`src/logic/lsu_map.vh`:
```
// What this block does
// - Missing immediate offset means base address alone.
// - Unsigned byte/half loads zero-extend to 32 bits.
// - Stores write word, low byte or low half.
// - Immediate address is base or stack plus offset.
// - Memory instructions never change condition flags.
// - Register-offset forms add sign-extending loads.
// - Register-offset address is base plus offset.
// - Multi transfer: ascending registers, four-byte steps.
// - Writeback stores base plus four times count.
// - Push ends below stack pointer, lowers it.
// - Pop starts at stack pointer, raises it.
// - Pop into counter branches; bit zero sets state.
// - Alias names decode to multi load/store.
// - Misaligned address raises hard fault, no access.
// - Counter-relative base is instruction address plus four.
`ifndef LSU_MAP_VH
`define LSU_MAP_VH
// Instruction kinds presented on the kind port.
`define LSU_KIND_IMM 3'h0
`define LSU_KIND_REG 3'h1
`define LSU_KIND_PCREL 3'h2
`define LSU_KIND_MULTI_LOAD 3'h3
`define LSU_KIND_MULTI_STORE 3'h4
`define LSU_KIND_PUSH 3'h5
`define LSU_KIND_POP 3'h6
// Alias spellings share the plain multi transfer codes.
`define LSU_KIND_MULTI_LOAD_INC_AFTER_ALIAS `LSU_KIND_MULTI_LOAD
`define LSU_KIND_MULTI_LOAD_FULL_DESC_ALIAS `LSU_KIND_MULTI_LOAD
`define LSU_KIND_MULTI_STORE_INC_AFTER_ALIAS `LSU_KIND_MULTI_STORE
`define LSU_KIND_MULTI_STORE_EMPTY_ASC_ALIAS `LSU_KIND_MULTI_STORE
// Transfer sizes.
`define LSU_SZ_BYTE 2'h0
`define LSU_SZ_HALF 2'h1
`define LSU_SZ_WORD 2'h2
// Register indices of the special registers.
`define LSU_IDX_SP 4'hD
`define LSU_IDX_LR 4'hE
`define LSU_IDX_PC 4'hF
// Address offsets and steps.
`define LSU_PC_AHEAD 32'h00000004
`define LSU_WORD_STEP 32'h00000004
`define LSU_ZERO_WORD 32'h00000000
// Byte enables of a full word.
`define LSU_BE_WORD 4'hF
`endif

```
`src/logic/lsu_lane.v`:
```
`timescale 1ns/1ps
`default_nettype none
`include "lsu_map.vh"

////////////////////////////////////////////////////////////////////////////////
// Byte lane steering for stores and extension for loads (little-endian).
module lsu_lane
(
  input wire [1:0] size,
  input wire sign_ext,
  input wire [1:0] addr_lo,
  input wire [31:0] st_val,
  input wire [31:0] ld_raw,
  output reg [3:0] be,
  output reg [31:0] wdata,
  output reg [31:0] ld_val
);

  // Raw lane contents picked by the low address bits.
  reg [7:0] ld_byte;
  reg [15:0] ld_half;

  ////////////////////////////////////////////////////////////////////////////////
  // Store side: only the low byte or low half of the source is replicated
  // onto every lane, and only the addressed lanes are enabled.
  always @*
  begin
    case (size)
      `LSU_SZ_BYTE:
      begin
        wdata = {4{st_val[7:0]}};
        be = 4'h1 << addr_lo;
      end
      `LSU_SZ_HALF:
      begin
        wdata = {2{st_val[15:0]}};
        be = addr_lo[1] ? 4'hC : 4'h3;
      end
      default:
      begin
        wdata = st_val;
        be = `LSU_BE_WORD;
      end
    endcase
  end

  ////////////////////////////////////////////////////////////////////////////////
  // Load side: pick the lane, then zero- or sign-extend to a word.
  always @*
  begin
    ld_byte = ld_raw[8*addr_lo +: 8];
    ld_half = addr_lo[1] ? ld_raw[31:16] : ld_raw[15:0];
    case (size)
      `LSU_SZ_BYTE:
        ld_val = sign_ext ? {{24{ld_byte[7]}}, ld_byte} : {24'h000000, ld_byte};
      `LSU_SZ_HALF:
        ld_val = sign_ext ? {{16{ld_half[15]}}, ld_half} : {16'h0000, ld_half};
      default:
        ld_val = ld_raw;
    endcase
  end

endmodule // lsu_lane
`default_nettype wire

```
`src/logic/lsu_load_store_unit.v`:
```
`timescale 1ns/1ps
`default_nettype none
`include "lsu_map.vh"

////////////////////////////////////////////////////////////////////////////////
// Load/store execution unit. The core hands over one decoded memory
// instruction per start pulse; the unit walks the data bus, writes loaded
// values back through a register write port and reports done or a fault.
module lsu_load_store_unit
(
  input wire clk,
  input wire rst,
  input wire start,
  input wire [2:0] kind,
  input wire [1:0] size,
  input wire sign_ext,
  input wire is_load,
  input wire sp_base,
  input wire imm_present,
  input wire [31:0] imm,
  input wire [2:0] transfer_reg,
  input wire [2:0] base_reg,
  input wire [31:0] base_val,
  input wire [31:0] offset_val,
  input wire [31:0] stack_pointer,
  input wire [31:0] program_counter,
  input wire [7:0] reg_list,
  input wire list_link_register,
  input wire list_program_counter,
  input wire writeback,
  output wire [3:0] rd_idx,
  input wire [31:0] rd_data,
  output wire busy,
  output reg done_ff,
  output reg hard_fault_exception_ff,
  output reg wr_en_ff,
  output reg [3:0] wr_idx_ff,
  output reg [31:0] wr_data_ff,
  output reg branch_en_ff,
  output reg [31:0] branch_target_ff,
  output reg thumb_bit_ff,
  output wire flags_we,
  output wire mem_req,
  output reg mem_we_ff,
  output reg [31:0] mem_addr_ff,
  output reg [3:0] mem_be_ff,
  output reg [31:0] mem_wdata_ff,
  input wire [31:0] mem_rdata,
  input wire mem_ready
);

  // Sequencer states.
  localparam [1:0] ST_IDLE = 2'h0;
  localparam [1:0] ST_PREP = 2'h1;
  localparam [1:0] ST_ACC = 2'h2;
  localparam [1:0] ST_FIN = 2'h3;

  reg [1:0] state_ff; // Sequencer state.
  reg [1:0] size_ff; // Size of the access in flight.
  reg sext_ff; // Sign extension of the access in flight.
  reg load_ff; // High when the instruction reads memory.
  reg [15:0] mask_ff; // Registers still to transfer, one bit each.
  reg wb_en_ff; // Base or stack pointer update pending.
  reg [3:0] wb_idx_ff; // Register that receives the update.
  reg [31:0] wb_val_ff; // Updated base value.
  reg pop_pc_ff; // A counter value was popped.
  reg [31:0] pc_load_ff; // The popped counter value.

  // Values of the request being taken.
  reg [15:0] nxt_mask;
  reg [31:0] nxt_addr;
  reg [31:0] span;
  reg [31:0] nxt_wb_val;
  reg nxt_wb_en;
  reg [3:0] nxt_wb_idx;
  reg [1:0] nxt_size;
  reg nxt_load;
  reg misaligned;
  reg [4:0] count;
  reg [3:0] cur_idx;
  integer i; // Index of the lowest-pending search.
  // Index of the register count. Each loop has its own index; one shared index
  // would let the two combinational processes wake each other without end.
  integer k;

  // Lane module outputs.
  wire [3:0] lane_be;
  wire [31:0] lane_wdata;
  wire [31:0] lane_ld;

  // Remaining mask once the current register is done.
  wire [15:0] rest_mask = mask_ff & ~(16'h0001 << cur_idx);

  ////////////////////////////////////////////////////////////////////////////////
  // The flags port is never written by this unit.
  assign flags_we = 1'b0;
  assign busy = (state_ff != ST_IDLE);
  assign mem_req = (state_ff == ST_ACC);
  assign rd_idx = cur_idx;

  ////////////////////////////////////////////////////////////////////////////////
  // Lowest register still pending; transfers go in ascending order.
  always @*
  begin
    cur_idx = 4'h0;
    for (i = 15; i >= 0; i = i - 1)
    begin
      if (mask_ff[i])
        cur_idx = i[3:0];
    end
  end

  ////////////////////////////////////////////////////////////////////////////////
  // Decode of a new request: first address, register mask, writeback.
  // Only the first address is checked for alignment; later ones step by a
  // whole word from an aligned start and cannot go wrong.
  always @*
  begin
    nxt_mask = {list_program_counter, list_link_register, 6'h00, reg_list};
    count = 5'h00;
    for (k = 0; k < 16; k = k + 1)
      count = count + {4'h0, nxt_mask[k]};
    span = {25'h0000000, count, 2'h0};
    nxt_size = `LSU_SZ_WORD;
    nxt_load = 1'b1;
    nxt_wb_en = 1'b0;
    nxt_wb_idx = {1'b0, base_reg};
    nxt_wb_val = base_val + span;
    nxt_addr = base_val;
    case (kind)
      `LSU_KIND_IMM:
      begin
        nxt_mask = 16'h0001 << transfer_reg;
        nxt_addr = (sp_base ? stack_pointer : base_val)
                   + (imm_present ? imm : `LSU_ZERO_WORD);
        nxt_size = size;
        nxt_load = is_load;
      end
      `LSU_KIND_REG:
      begin
        nxt_mask = 16'h0001 << transfer_reg;
        nxt_addr = base_val + offset_val;
        nxt_size = size;
        nxt_load = is_load;
      end
      `LSU_KIND_PCREL:
      begin
        nxt_mask = 16'h0001 << transfer_reg;
        nxt_addr = program_counter + `LSU_PC_AHEAD + imm;
      end
      `LSU_KIND_MULTI_LOAD:
        nxt_wb_en = writeback;
      `LSU_KIND_MULTI_STORE:
      begin
        nxt_load = 1'b0;
        nxt_wb_en = writeback;
      end
      `LSU_KIND_PUSH:
      begin
        nxt_load = 1'b0;
        nxt_addr = stack_pointer - span;
        nxt_wb_en = 1'b1;
        nxt_wb_idx = `LSU_IDX_SP;
        nxt_wb_val = stack_pointer - span;
      end
      `LSU_KIND_POP:
      begin
        nxt_addr = stack_pointer;
        nxt_wb_en = 1'b1;
        nxt_wb_idx = `LSU_IDX_SP;
        nxt_wb_val = stack_pointer + span;
      end
      default:
        nxt_mask = 16'h0000;
    endcase
    case (nxt_size)
      `LSU_SZ_BYTE: misaligned = 1'b0;
      `LSU_SZ_HALF: misaligned = nxt_addr[0];
      default: misaligned = (nxt_addr[1:0] != 2'h0);
    endcase
  end

  ////////////////////////////////////////////////////////////////////////////////
  // Lane steering for the access in flight.
  lsu_lane u_lane
  (
    .size(size_ff),
    .sign_ext(sext_ff),
    .addr_lo(mem_addr_ff[1:0]),
    .st_val(rd_data),
    .ld_raw(mem_rdata),
    .be(lane_be),
    .wdata(lane_wdata),
    .ld_val(lane_ld)
  );

  ////////////////////////////////////////////////////////////////////////////////
  // Sequencer. The register write port carries loads one per beat and the
  // base update in the finishing cycle, so the update always lands last.
  always @(posedge clk or posedge rst)
  begin
    if (rst)
    begin
      state_ff <= ST_IDLE;
      size_ff <= `LSU_SZ_WORD;
      sext_ff <= 1'b0;
      load_ff <= 1'b0;
      mask_ff <= 16'h0000;
      wb_en_ff <= 1'b0;
      wb_idx_ff <= 4'h0;
      wb_val_ff <= 32'h00000000;
      pop_pc_ff <= 1'b0;
      pc_load_ff <= 32'h00000000;
      done_ff <= 1'b0;
      hard_fault_exception_ff <= 1'b0;
      wr_en_ff <= 1'b0;
      wr_idx_ff <= 4'h0;
      wr_data_ff <= 32'h00000000;
      branch_en_ff <= 1'b0;
      branch_target_ff <= 32'h00000000;
      thumb_bit_ff <= 1'b0;
      mem_we_ff <= 1'b0;
      mem_addr_ff <= 32'h00000000;
      mem_be_ff <= 4'h0;
      mem_wdata_ff <= 32'h00000000;
    end
    else
    begin
      // Pulses last one cycle unless set again below.
      done_ff <= 1'b0;
      hard_fault_exception_ff <= 1'b0;
      wr_en_ff <= 1'b0;
      branch_en_ff <= 1'b0;
      case (state_ff)
        ST_IDLE:
        begin
          if (start)
          begin
            if (misaligned)
            begin
              // No bus access is made for a misaligned request.
              hard_fault_exception_ff <= 1'b1;
              done_ff <= 1'b1;
            end
            else if (nxt_mask != 16'h0000)
            begin
              // An empty list is an illegal encoding and is simply dropped.
              state_ff <= ST_PREP;
              mask_ff <= nxt_mask;
              mem_addr_ff <= nxt_addr;
              size_ff <= nxt_size;
              sext_ff <= sign_ext & (kind == `LSU_KIND_REG);
              load_ff <= nxt_load;
              wb_en_ff <= nxt_wb_en;
              wb_idx_ff <= nxt_wb_idx;
              wb_val_ff <= nxt_wb_val;
              pop_pc_ff <= 1'b0;
            end
          end
        end
        ST_PREP:
        begin
          // Store data is captured here so the bus sees registered values.
          mem_we_ff <= ~load_ff;
          mem_be_ff <= load_ff ? `LSU_BE_WORD : lane_be;
          mem_wdata_ff <= lane_wdata;
          state_ff <= ST_ACC;
        end
        ST_ACC:
        begin
          if (mem_ready)
          begin
            if (load_ff && (cur_idx == `LSU_IDX_PC))
            begin
              pop_pc_ff <= 1'b1;
              pc_load_ff <= mem_rdata;
            end
            else if (load_ff)
            begin
              wr_en_ff <= 1'b1;
              wr_idx_ff <= cur_idx;
              wr_data_ff <= lane_ld;
            end
            mask_ff <= rest_mask;
            mem_we_ff <= 1'b0;
            mem_addr_ff <= mem_addr_ff + `LSU_WORD_STEP;
            state_ff <= (rest_mask != 16'h0000) ? ST_PREP : ST_FIN;
          end
        end
        ST_FIN:
        begin
          if (wb_en_ff)
          begin
            wr_en_ff <= 1'b1;
            wr_idx_ff <= wb_idx_ff;
            wr_data_ff <= wb_val_ff;
          end
          if (pop_pc_ff)
          begin
            // The branch waits until every pop beat is done and goes out with the update.
            branch_en_ff <= 1'b1;
            branch_target_ff <= {pc_load_ff[31:1], 1'b0};
            thumb_bit_ff <= pc_load_ff[0];
          end
          done_ff <= 1'b1;
          state_ff <= ST_IDLE;
        end
        default:
          state_ff <= ST_IDLE;
      endcase
    end
  end

endmodule // lsu_load_store_unit
`default_nettype wire

```
`config.mk`:
```
export PLATFORM = sky130hd
export DESIGN_NAME = lsu_load_store_unit
export DESIGN_NICKNAME = d
export VERILOG_FILES = /design/src/logic/lsu_lane.v /design/src/logic/lsu_load_store_unit.v
export VERILOG_INCLUDE_DIRS = /design/src /design/src/logic
export SDC_FILE = /design/constraint.sdc
export NUM_CORES = 1
export LEC_CHECK = 0
export ABC_AREA = 0
export BUFFER_PORTS_ARGS = -buffer_cell sky130_fd_sc_hd__buf_2
export CORE_MARGIN = 2
export CORE_UTILIZATION = 50
export CTS_CLUSTER_DIAMETER = 40
export DETAILED_ROUTE_END_ITERATION = 12
export PLACE_DENSITY = 0.72
export SLEW_MARGIN = 10
export SYNTH_ARGS = -nofsm -noshare
export SYNTH_HDL_FRONTEND = slang
export SYNTH_SLANG_ARGS = --single-unit
```
`constraint.sdc`:
```
create_clock -name clk -period 9.3 [get_ports clk]
set_clock_uncertainty 0.05 [all_clocks]
set_input_delay 0.93 -clock clk [delete_from_list [all_inputs] [get_ports clk]]
set_output_delay 0.93 -clock clk [all_outputs]
set_load 0.02 [all_outputs]
```
# Yosys cells after proc, flatten, opt, wreduce, memory -nomap -nowiden
# Cells that the tools add are included.
[word_totals]
register_bits = 233
out_inout_bits = 149
[op_classes]
add_sub_neg = 17
n_eq_ne = 20
n_shift = 4
n_mux = 79
bitwise = 5
n_reduce_logical = 26
[ops]
columns = ["cell", "count"]
rows = [
  ["2-to-1 mux 32 bit", 12],
  ["case mux 32 bit (2 select lines)", 5],
  ["case mux 32 bit (5 select lines)", 1],
  ["adder 32 bit", 3],
  ["2-to-1 mux 4 bit", 23],
  ["2-to-1 mux 16 bit", 5],
  ["adder 32 x 3 -> 32 bit (second input constant)", 2],
  ["adder 32 x 7 -> 32 bit", 2],
  ["case mux 16 bit (2 select lines)", 2],
  ["nonzero test 16 bit", 2],
  ["indexed part select 32 x 6 -> 8 bit", 1],
  ["subtractor 32 x 7 -> 32 bit", 1],
  ["adder 5 x 1 -> 5 bit", 5],
  ["AND 16 bit", 1],
  ["inverter 16 bit", 1],
  ["case mux 4 bit (2 select lines)", 2],
  ["<< shifter 1 x 3 -> 16 bit (first input constant)", 1],
  ["<< shifter 1 x 4 -> 16 bit (first input constant)", 1],
  ["2-to-1 mux 1 bit", 15],
  ["case mux 1 bit (2 select lines)", 7],
  ["2-to-1 mux 2 bit", 6],
  ["inequality test 2 bit (second input constant)", 5],
  ["AND reduction 5 bit", 2],
  ["nonzero test 2 bit", 5],
  ["other kinds (25)", 41],
]

# Longest topological paths before layout
[logic_depth]
depth_word = 23
depth_mapped = 19

# Cells and area by module
# A second synthesis with hierarchy kept.
[unflattened]
cells_unflattened = 2610
area_unflattened_um2 = 21468.1
[by_module_without_submodules]
columns = ["mod", "instances", "cells_each", "area_per_inst_um2", "seq_area_each_um2"]
rows = [
  ["lsu_load_store_unit", 1, 2439, 20190.6, 5831.8],
  ["lsu_lane", 1, 171, 1277.5, 0.0],
]

# Worst setup path after synthesis
# OpenSTA, ideal clock, no wires.
[synth_path]
path_kind = "input -> register"
startpoint = "input port reg_list[5]"
endpoint = "register mem_addr_ff[26]"
setup_ns = 0.142
arrival_time_ns = 5.295
required_ns = 9.108
slack_ns = 3.814
cell_stages = 19
path_buffers = 0
path_cell_list = "fa_1 > inv_1 > fa_1 > fa_1 > inv_1 > ha_1 > inv_1 > fa_1 > inv_1 > fa_1 > and3b_1 > a311o_1 > nor3_1 > nand2_1 > nor3_1 > xor2_1 > a221oi_1 > o211a_1 > o221ai_1"
[synth_between]
elab_chain_len = 11
word_cells_on_any_way = 15
classes_between = "add/sub: 6; eq/ne: 1; mux: 6; reduce/logical: 2"
[synth_lines]
columns = ["element", "line_no", "rtl"]
rows = [
  ["start, declared", "lsu_load_store_unit.v:27", "input wire [7:0] reg_list,"],
  ["adder 5 x 1 -> 5 bit (5 in series)", "lsu_load_store_unit.v:122", "count = count + {4'h0, nxt_mask[k]};"],
  ["subtractor 32 x 7 -> 32 bit", "lsu_load_store_unit.v:161", "nxt_addr = stack_pointer - span;"],
  ["case mux 32 bit (5 select lines)", "lsu_load_store_unit.v:130", "case (kind)"],
  ["2-to-1 mux 32 bit", "lsu_load_store_unit.v:245", "else if (nxt_mask != 16'h0000)"],
  ["2-to-1 mux 32 bit", "lsu_load_store_unit.v:239", "if (misaligned)"],
  ["2-to-1 mux 32 bit", "lsu_load_store_unit.v:237", "if (start)"],
  ["case mux 32 bit (2 select lines)", "lsu_load_store_unit.v:234", "case (state_ff)"],
  ["end signal, assigned", "lsu_load_store_unit.v:250", "mem_addr_ff <= nxt_addr;"],
  ["end signal, assigned", "lsu_load_store_unit.v:286", "mem_addr_ff <= mem_addr_ff + `LSU_WORD_STEP;"],
  ["end, declared", "lsu_load_store_unit.v:45", "output reg [31:0] mem_addr_ff,"],
]
# Parallel ways exist; a longest one is shown, timed or not. The select of a mux whose other input is x is not followed.
# A chain may end at the register's enable or synchronous reset.

# Worst setup path in the final report
[layout_path]
startpoint = "input port reg_list[5]"
endpoint = "register wb_val_ff[29]"
[layout_between]
elab_chain_len = 7
word_cells_on_any_way = 12
classes_between = "add/sub: 8; mux: 2; reduce/logical: 2"
[layout_lines]
columns = ["element", "line_no", "rtl"]
rows = [
  ["adder 5 x 1 -> 5 bit (5 in series)", "lsu_load_store_unit.v:122", ""],
  ["adder 32 x 7 -> 32 bit, or another cell as far along", "lsu_load_store_unit.v:128", "nxt_wb_val = base_val + span;"],
  ["case mux 32 bit (2 select lines)", "lsu_load_store_unit.v:130", ""],
  ["end signal, assigned", "lsu_load_store_unit.v:256", "wb_val_ff <= nxt_wb_val;"],
  ["end, declared", "lsu_load_store_unit.v:65", "reg [31:0] wb_val_ff;"],
]
# Parallel ways exist; a longest one is shown, timed or not.

==> report_table.html <==
<table>
<tr><th>Metric</th><th>Value</th></tr>
<tr><th colspan="2">Setup path</th></tr>
<tr><td>Delay of the slowest cell on the worst path</td><td>740 ps</td></tr>
<tr><td>Type of destination of the critical path</td><td>register</td></tr>
<tr><td>Setup CP Type</td><td>in -&gt; reg</td></tr>
<tr><td>CP top delay family</td><td>adder cells</td></tr>
<tr><td>Required time at the endpoint of the critical path</td><td>9670 ps</td></tr>
<tr><td>Arrival time reported for the critical path endpoint</td><td>roughly 6300 ps</td></tr>
<tr><td>Ordered list of cells on the worst path</td><td>buf_2, fa_1, inv_1, fa_1, fa_1, inv_1, ha_1, inv_1, fa_1, inv_1, ha_1, a21oi_1, maj3_1, o21ba_2, nor4_1, nand2_1, xnor2_1, a221oi_1, o21ai_1</td></tr>
<tr><td>CP max FO</td><td>5</td></tr>
<tr><td>Max stage delay cell, worst path</td><td>nor4_1</td></tr>
<tr><td>Number of buffers and inverters on the critical path</td><td>5</td></tr>
<tr><td>Worst Setup Start Kind</td><td>primary input</td></tr>
<tr><th colspan="2">Layout</th></tr>
<tr><td>Final net count</td><td>3270</td></tr>
<tr><td>FILL cells</td><td>about 3800</td></tr>
<tr><td>Layout overhead on the synthesized area</td><td>15.70%</td></tr>
<tr><td>Ratio of cells with drive above 1 in the final layout</td><td>0.2273</td></tr>
<tr><td>Utilization after layout</td><td>0.5851</td></tr>
<tr><td>Final std cells w/o fill</td><td>3430</td></tr>
<tr><th colspan="2">Floorplan</th></tr>
<tr><td>DIE AREA</td><td>0.04399 mm²</td></tr>
<tr><td>Cell Rows</td><td>75</td></tr>
<tr><td>Starting Density</td><td>0.5057</td></tr>
<tr><td>DIE HEIGHT</td><td>209.7 µm</td></tr>
<tr><td>Area inside the core boundary</td><td>~0.042 mm²</td></tr>
<tr><td>I/O pin count</td><td>403</td></tr>
<tr><td>DIE WIDTH</td><td>209.7 µm</td></tr>
<tr><th colspan="2">Yosys</th></tr>
<tr><td>Post-synth top area cell</td><td>dfrtp_1</td></tr>
<tr><td>Post-Synthesis Cells</td><td>2558</td></tr>
<tr><td>Post-synthesis sequential element count</td><td>233</td></tr>
<tr><td>Fraction of registers with async set/reset</td><td>1.000</td></tr>
<tr><td>Ys flop type</td><td>dfrtp_1</td></tr>
<tr><td>Proportion of netlist area held by the largest area contributor</td><td>0.2743</td></tr>
<tr><td>Main area contributors after synthesis</td><td>dfrtp_1 27%, ha_1 8.0%, mux2_2 7.0%</td></tr>
<tr><td>Post-Synthesis Cell Area</td><td>0.02116 mm²</td></tr>
<tr><td>Number of flops mapped to enable cells by yosys</td><td>0</td></tr>
<tr><td>Post-synth cell types</td><td>89</td></tr>
<tr><td>Synthesized area divided by synthesized cell count</td><td>between 8 and 9 µm²</td></tr>
<tr><td>Sequential share of the synthesized area</td><td>0.2756</td></tr>
<tr><td>Total of warnings raised by yosys</td><td>0</td></tr>
<tr><th colspan="2">Place</th></tr>
<tr><td>Minimum setup slack after placement</td><td>2841 ps</td></tr>
<tr><td>Port Buf Inserts</td><td>400</td></tr>
<tr><td>Post-DP HPWL</td><td>around 70000 µm</td></tr>
<tr><td># placed instances</td><td>between 3000 and 4000</td></tr>
<tr><td>Final RePlAce weighted congestion</td><td>1.063</td></tr>
<tr><th colspan="2">Global routing</th></tr>
<tr><td>Global-route wire length before repair</td><td>134400 µm</td></tr>
<tr><td>All-layer global routing usage</td><td>0.4008</td></tr>
<tr><td>Initial antenna violation count</td><td>2</td></tr>
<tr><td>Total congestion overflow after global routing</td><td>0</td></tr>
<tr><td>Number of global-route vias before repair</td><td>roughly 21000</td></tr>
<tr><td>Maximum number of pins on one net before global-route repair</td><td>roughly 120</td></tr>
<tr><th colspan="2">Power and ir drop</th></tr>
<tr><td>Worst ir drop on vdd</td><td>156.5 µV</td></tr>
<tr><td>Static leakage</td><td>0.01131 µW</td></tr>
<tr><td>Total power per unit cell area</td><td>231.4 mW/mm²</td></tr>
<tr><th colspan="2">Routing</th></tr>
<tr><td>Via count</td><td>22460</td></tr>
<tr><td>First-iteration detailed-routing DRC count</td><td>2528</td></tr>
<tr><td>Via count normalized by instance count</td><td>6.549</td></tr>
<tr><td>DR pass1 iterations</td><td>6</td></tr>
<tr><td>Post-detailed-route wirelength per cell</td><td>26.39 µm</td></tr>
<tr><td>Remaining number of nets flagged by the antenna check after routing</td><td>0</td></tr>
<tr><td>Final WL</td><td>around 91000 µm</td></tr>
<tr><td>DRC violations left</td><td>0</td></tr>
<tr><th colspan="2">Timing</th></tr>
<tr><td>Hold Violations, Final</td><td>0</td></tr>
<tr><td>Measured slew at the worst slew-check pin</td><td>1155 ps</td></tr>
<tr><td>Number of setup violations in the final report</td><td>0</td></tr>
<tr><td>Rel. slew slack</td><td>0.2101</td></tr>
<tr><td>Total negative slack</td><td>0 ps</td></tr>
<tr><td>Fmax achieved</td><td>between 150 and 200 MHz</td></tr>
<tr><td>Number of pins exceeding their max-slew limit in the final report</td><td>0</td></tr>
<tr><td>Setup repair after global routing missed its margin</td><td>false</td></tr>
<tr><td>Period utilization</td><td>0.6345</td></tr>
<tr><td>Minimum setup slack in the final design</td><td>3399 ps</td></tr>
<tr><td>Final worst path period need</td><td>5901 ps</td></tr>
<tr><th colspan="2">Clock tree</th></tr>
<tr><td>Number of CTS-inserted buffers</td><td>30</td></tr>
<tr><td>Cell at the root of the clock tree</td><td>clkbuf_16</td></tr>
<tr><td>TritonCTS clock tree</td><td>yes</td></tr>
<tr><td>Worst skew pair latency</td><td>about 570 ps</td></tr>
<tr><td>Clock edge transition at the registers on the reported setup and hold paths</td><td>around 60 ps</td></tr>
<tr><td>CTS Hold Bufs</td><td>0</td></tr>
<tr><td>Gates resized, CTS repair</td><td>0</td></tr>
<tr><td># H-tree levels</td><td>1</td></tr>
<tr><td>Sinks on Clock Net</td><td>approximately 230</td></tr>
<tr><td>Clock buffer depth</td><td>3</td></tr>
<tr><td>Buffers inserted during post-CTS setup optimization</td><td>0</td></tr>
<tr><th colspan="2">Outcome</th></tr>
<tr><td>Outcome</td><td>finished, final reports clean</td></tr>
<tr><th colspan="2">Min path</th></tr>
<tr><td>Hold/Removal Path Class</td><td>reg -&gt; reg</td></tr>
<tr><th colspan="2">Job</th></tr>
<tr><td>Max Cap Violations</td><td>0</td></tr>
</table>
cells in the mapped netlist (37+ instances only):
library cell  count
nand2_1         224
a21o_1           50
dfrtp_1         232
clkbuf_1        122
a21oi_1         222
nor3_1           61
nor2_1          176
a211oi_1         46
inv_1            96
ha_1            136
mux2i_1          68
a31oi_1          37
mux2_2          131
o21ai_0         182
nand3_1          69
and2_1           41
xor2_1           52
xnor2_1          69
metal layers:
metal | part of all wire | global-route usage
met1 | 0.40 | 0.5149
met2 | 0.45 | 0.6486
met3 | 0.092 | 0.06988
met4 | 0.059 | 0.2079
met5 | 0.00034 | 0
worst min-delay path, stage by stage (launching register included):
cell	delay (ps)
dfrtp_1	340
nand2_1	50
o21ai_0	60
placed cells by master (no fill, tap or decap), drive strengths merged, types with 16 or more instances in the layout:
master and instances:
o21ai 217, or3 24, o21bai 16, a22oi 21, nor2 176, nor4 21
inv 104, a21oi 222, xnor2 69, a221oi 20, and2 41, nor3 64
buf 432, nand3 69, o31ai 20, dfrtp 232, ha 136, a21o 50
mux2i 68, o22ai 35, nand2 224, and3 21, a211oi 46, o211ai 17
xor2 52, o21a 20, mux2 154, clkbuf 39, nor2b 16, nand4 32
a31oi 37
sequential cells by signal, indices dropped and copies added, names as in the netlist, 2 cells and up:
name,cells
wb_val_ff,32
wr_data_ff,32
wr_idx_ff,4
mem_be_ff,4
wb_idx_ff,4
mask_ff,16
mem_addr_ff,32
pc_load_ff,32
mem_wdata_ff,32
branch_target_ff,31
size_ff,2
state_ff,2
final timing paths:
| check | startpoint | endpoint | slack [ps] | cells past startpoint |
|---|---|---|---|---|
| setup / recovery | reg_list[5] | wb_val_ff[29] | 3400 | 19 |
| hold / removal | wb_val_ff[4] | wb_val_ff[4] | 430 | 2 |
| setup reg to reg | mask_ff[5] | wr_data_ff[3] | 5670 | 7 |
| hold reg to reg | wb_val_ff[4] | wb_val_ff[4] | 430 | 2 |
| max in group asynchronous | rst | mem_wdata_ff[2] | 7240 | 3 |
| min in group asynchronous | rst | branch_target_ff[9] | 490 | 2 |
cell type report:
type | count | area, µm² | share of cell area
Multi-Input combinational cell | 2074 | 14400 | 0.5880
Clock inverter | 14 | 145.1 | 0.005927
Inverter | 98 | 375.4 | 0.01533
Tap cell | 539 | 674.4 | 0.02754
Timing Repair Buffer | 432 | 2242 | 0.09157
Antenna cell | 1 | 2.502 | 0.0001022
Sequential cell | 233 | 5832 | 0.2382
Clock buffer | 39 | 815.8 | 0.03332
per-stage QoR:
stage	hold WS [ps]	power [µW]	cell area [µm²]
after floorplan	393.2	3491	21170
after global placement	413.1	4441	23520
after detailed placement	421.5	4494	23520
after CTS	435.0	5627	24480
after global routing	449.8	5975	24480
final	431.6	5667	24490
power by group:
| part | total, µW | internal [µW] | switching, µW |
|---|---|---|---|
| combinational | 2910 | 1060 | 1860 |
| sequential | 1630 | 1330 | 306 |
| clock | 1120 | 633 | 484 |
cells by family after synthesis:
| group | Yosys count | share of synthesized area |
|---|---|---|
| compound gates | 836 | 0.2503 |
| simple gates | 742 | 0.1704 |
| buf+inv | 252 | 0.04611 |
| flops | 233 | 0.2756 |
| mux | 223 | 0.1152 |
| fa+ha+maj | 150 | 0.09223 |
| xor+xnor | 121 | 0.05007 |
| other cells | 1 | 0.0001772 |
No activity file was read; power rests on OpenSTA's default activity.
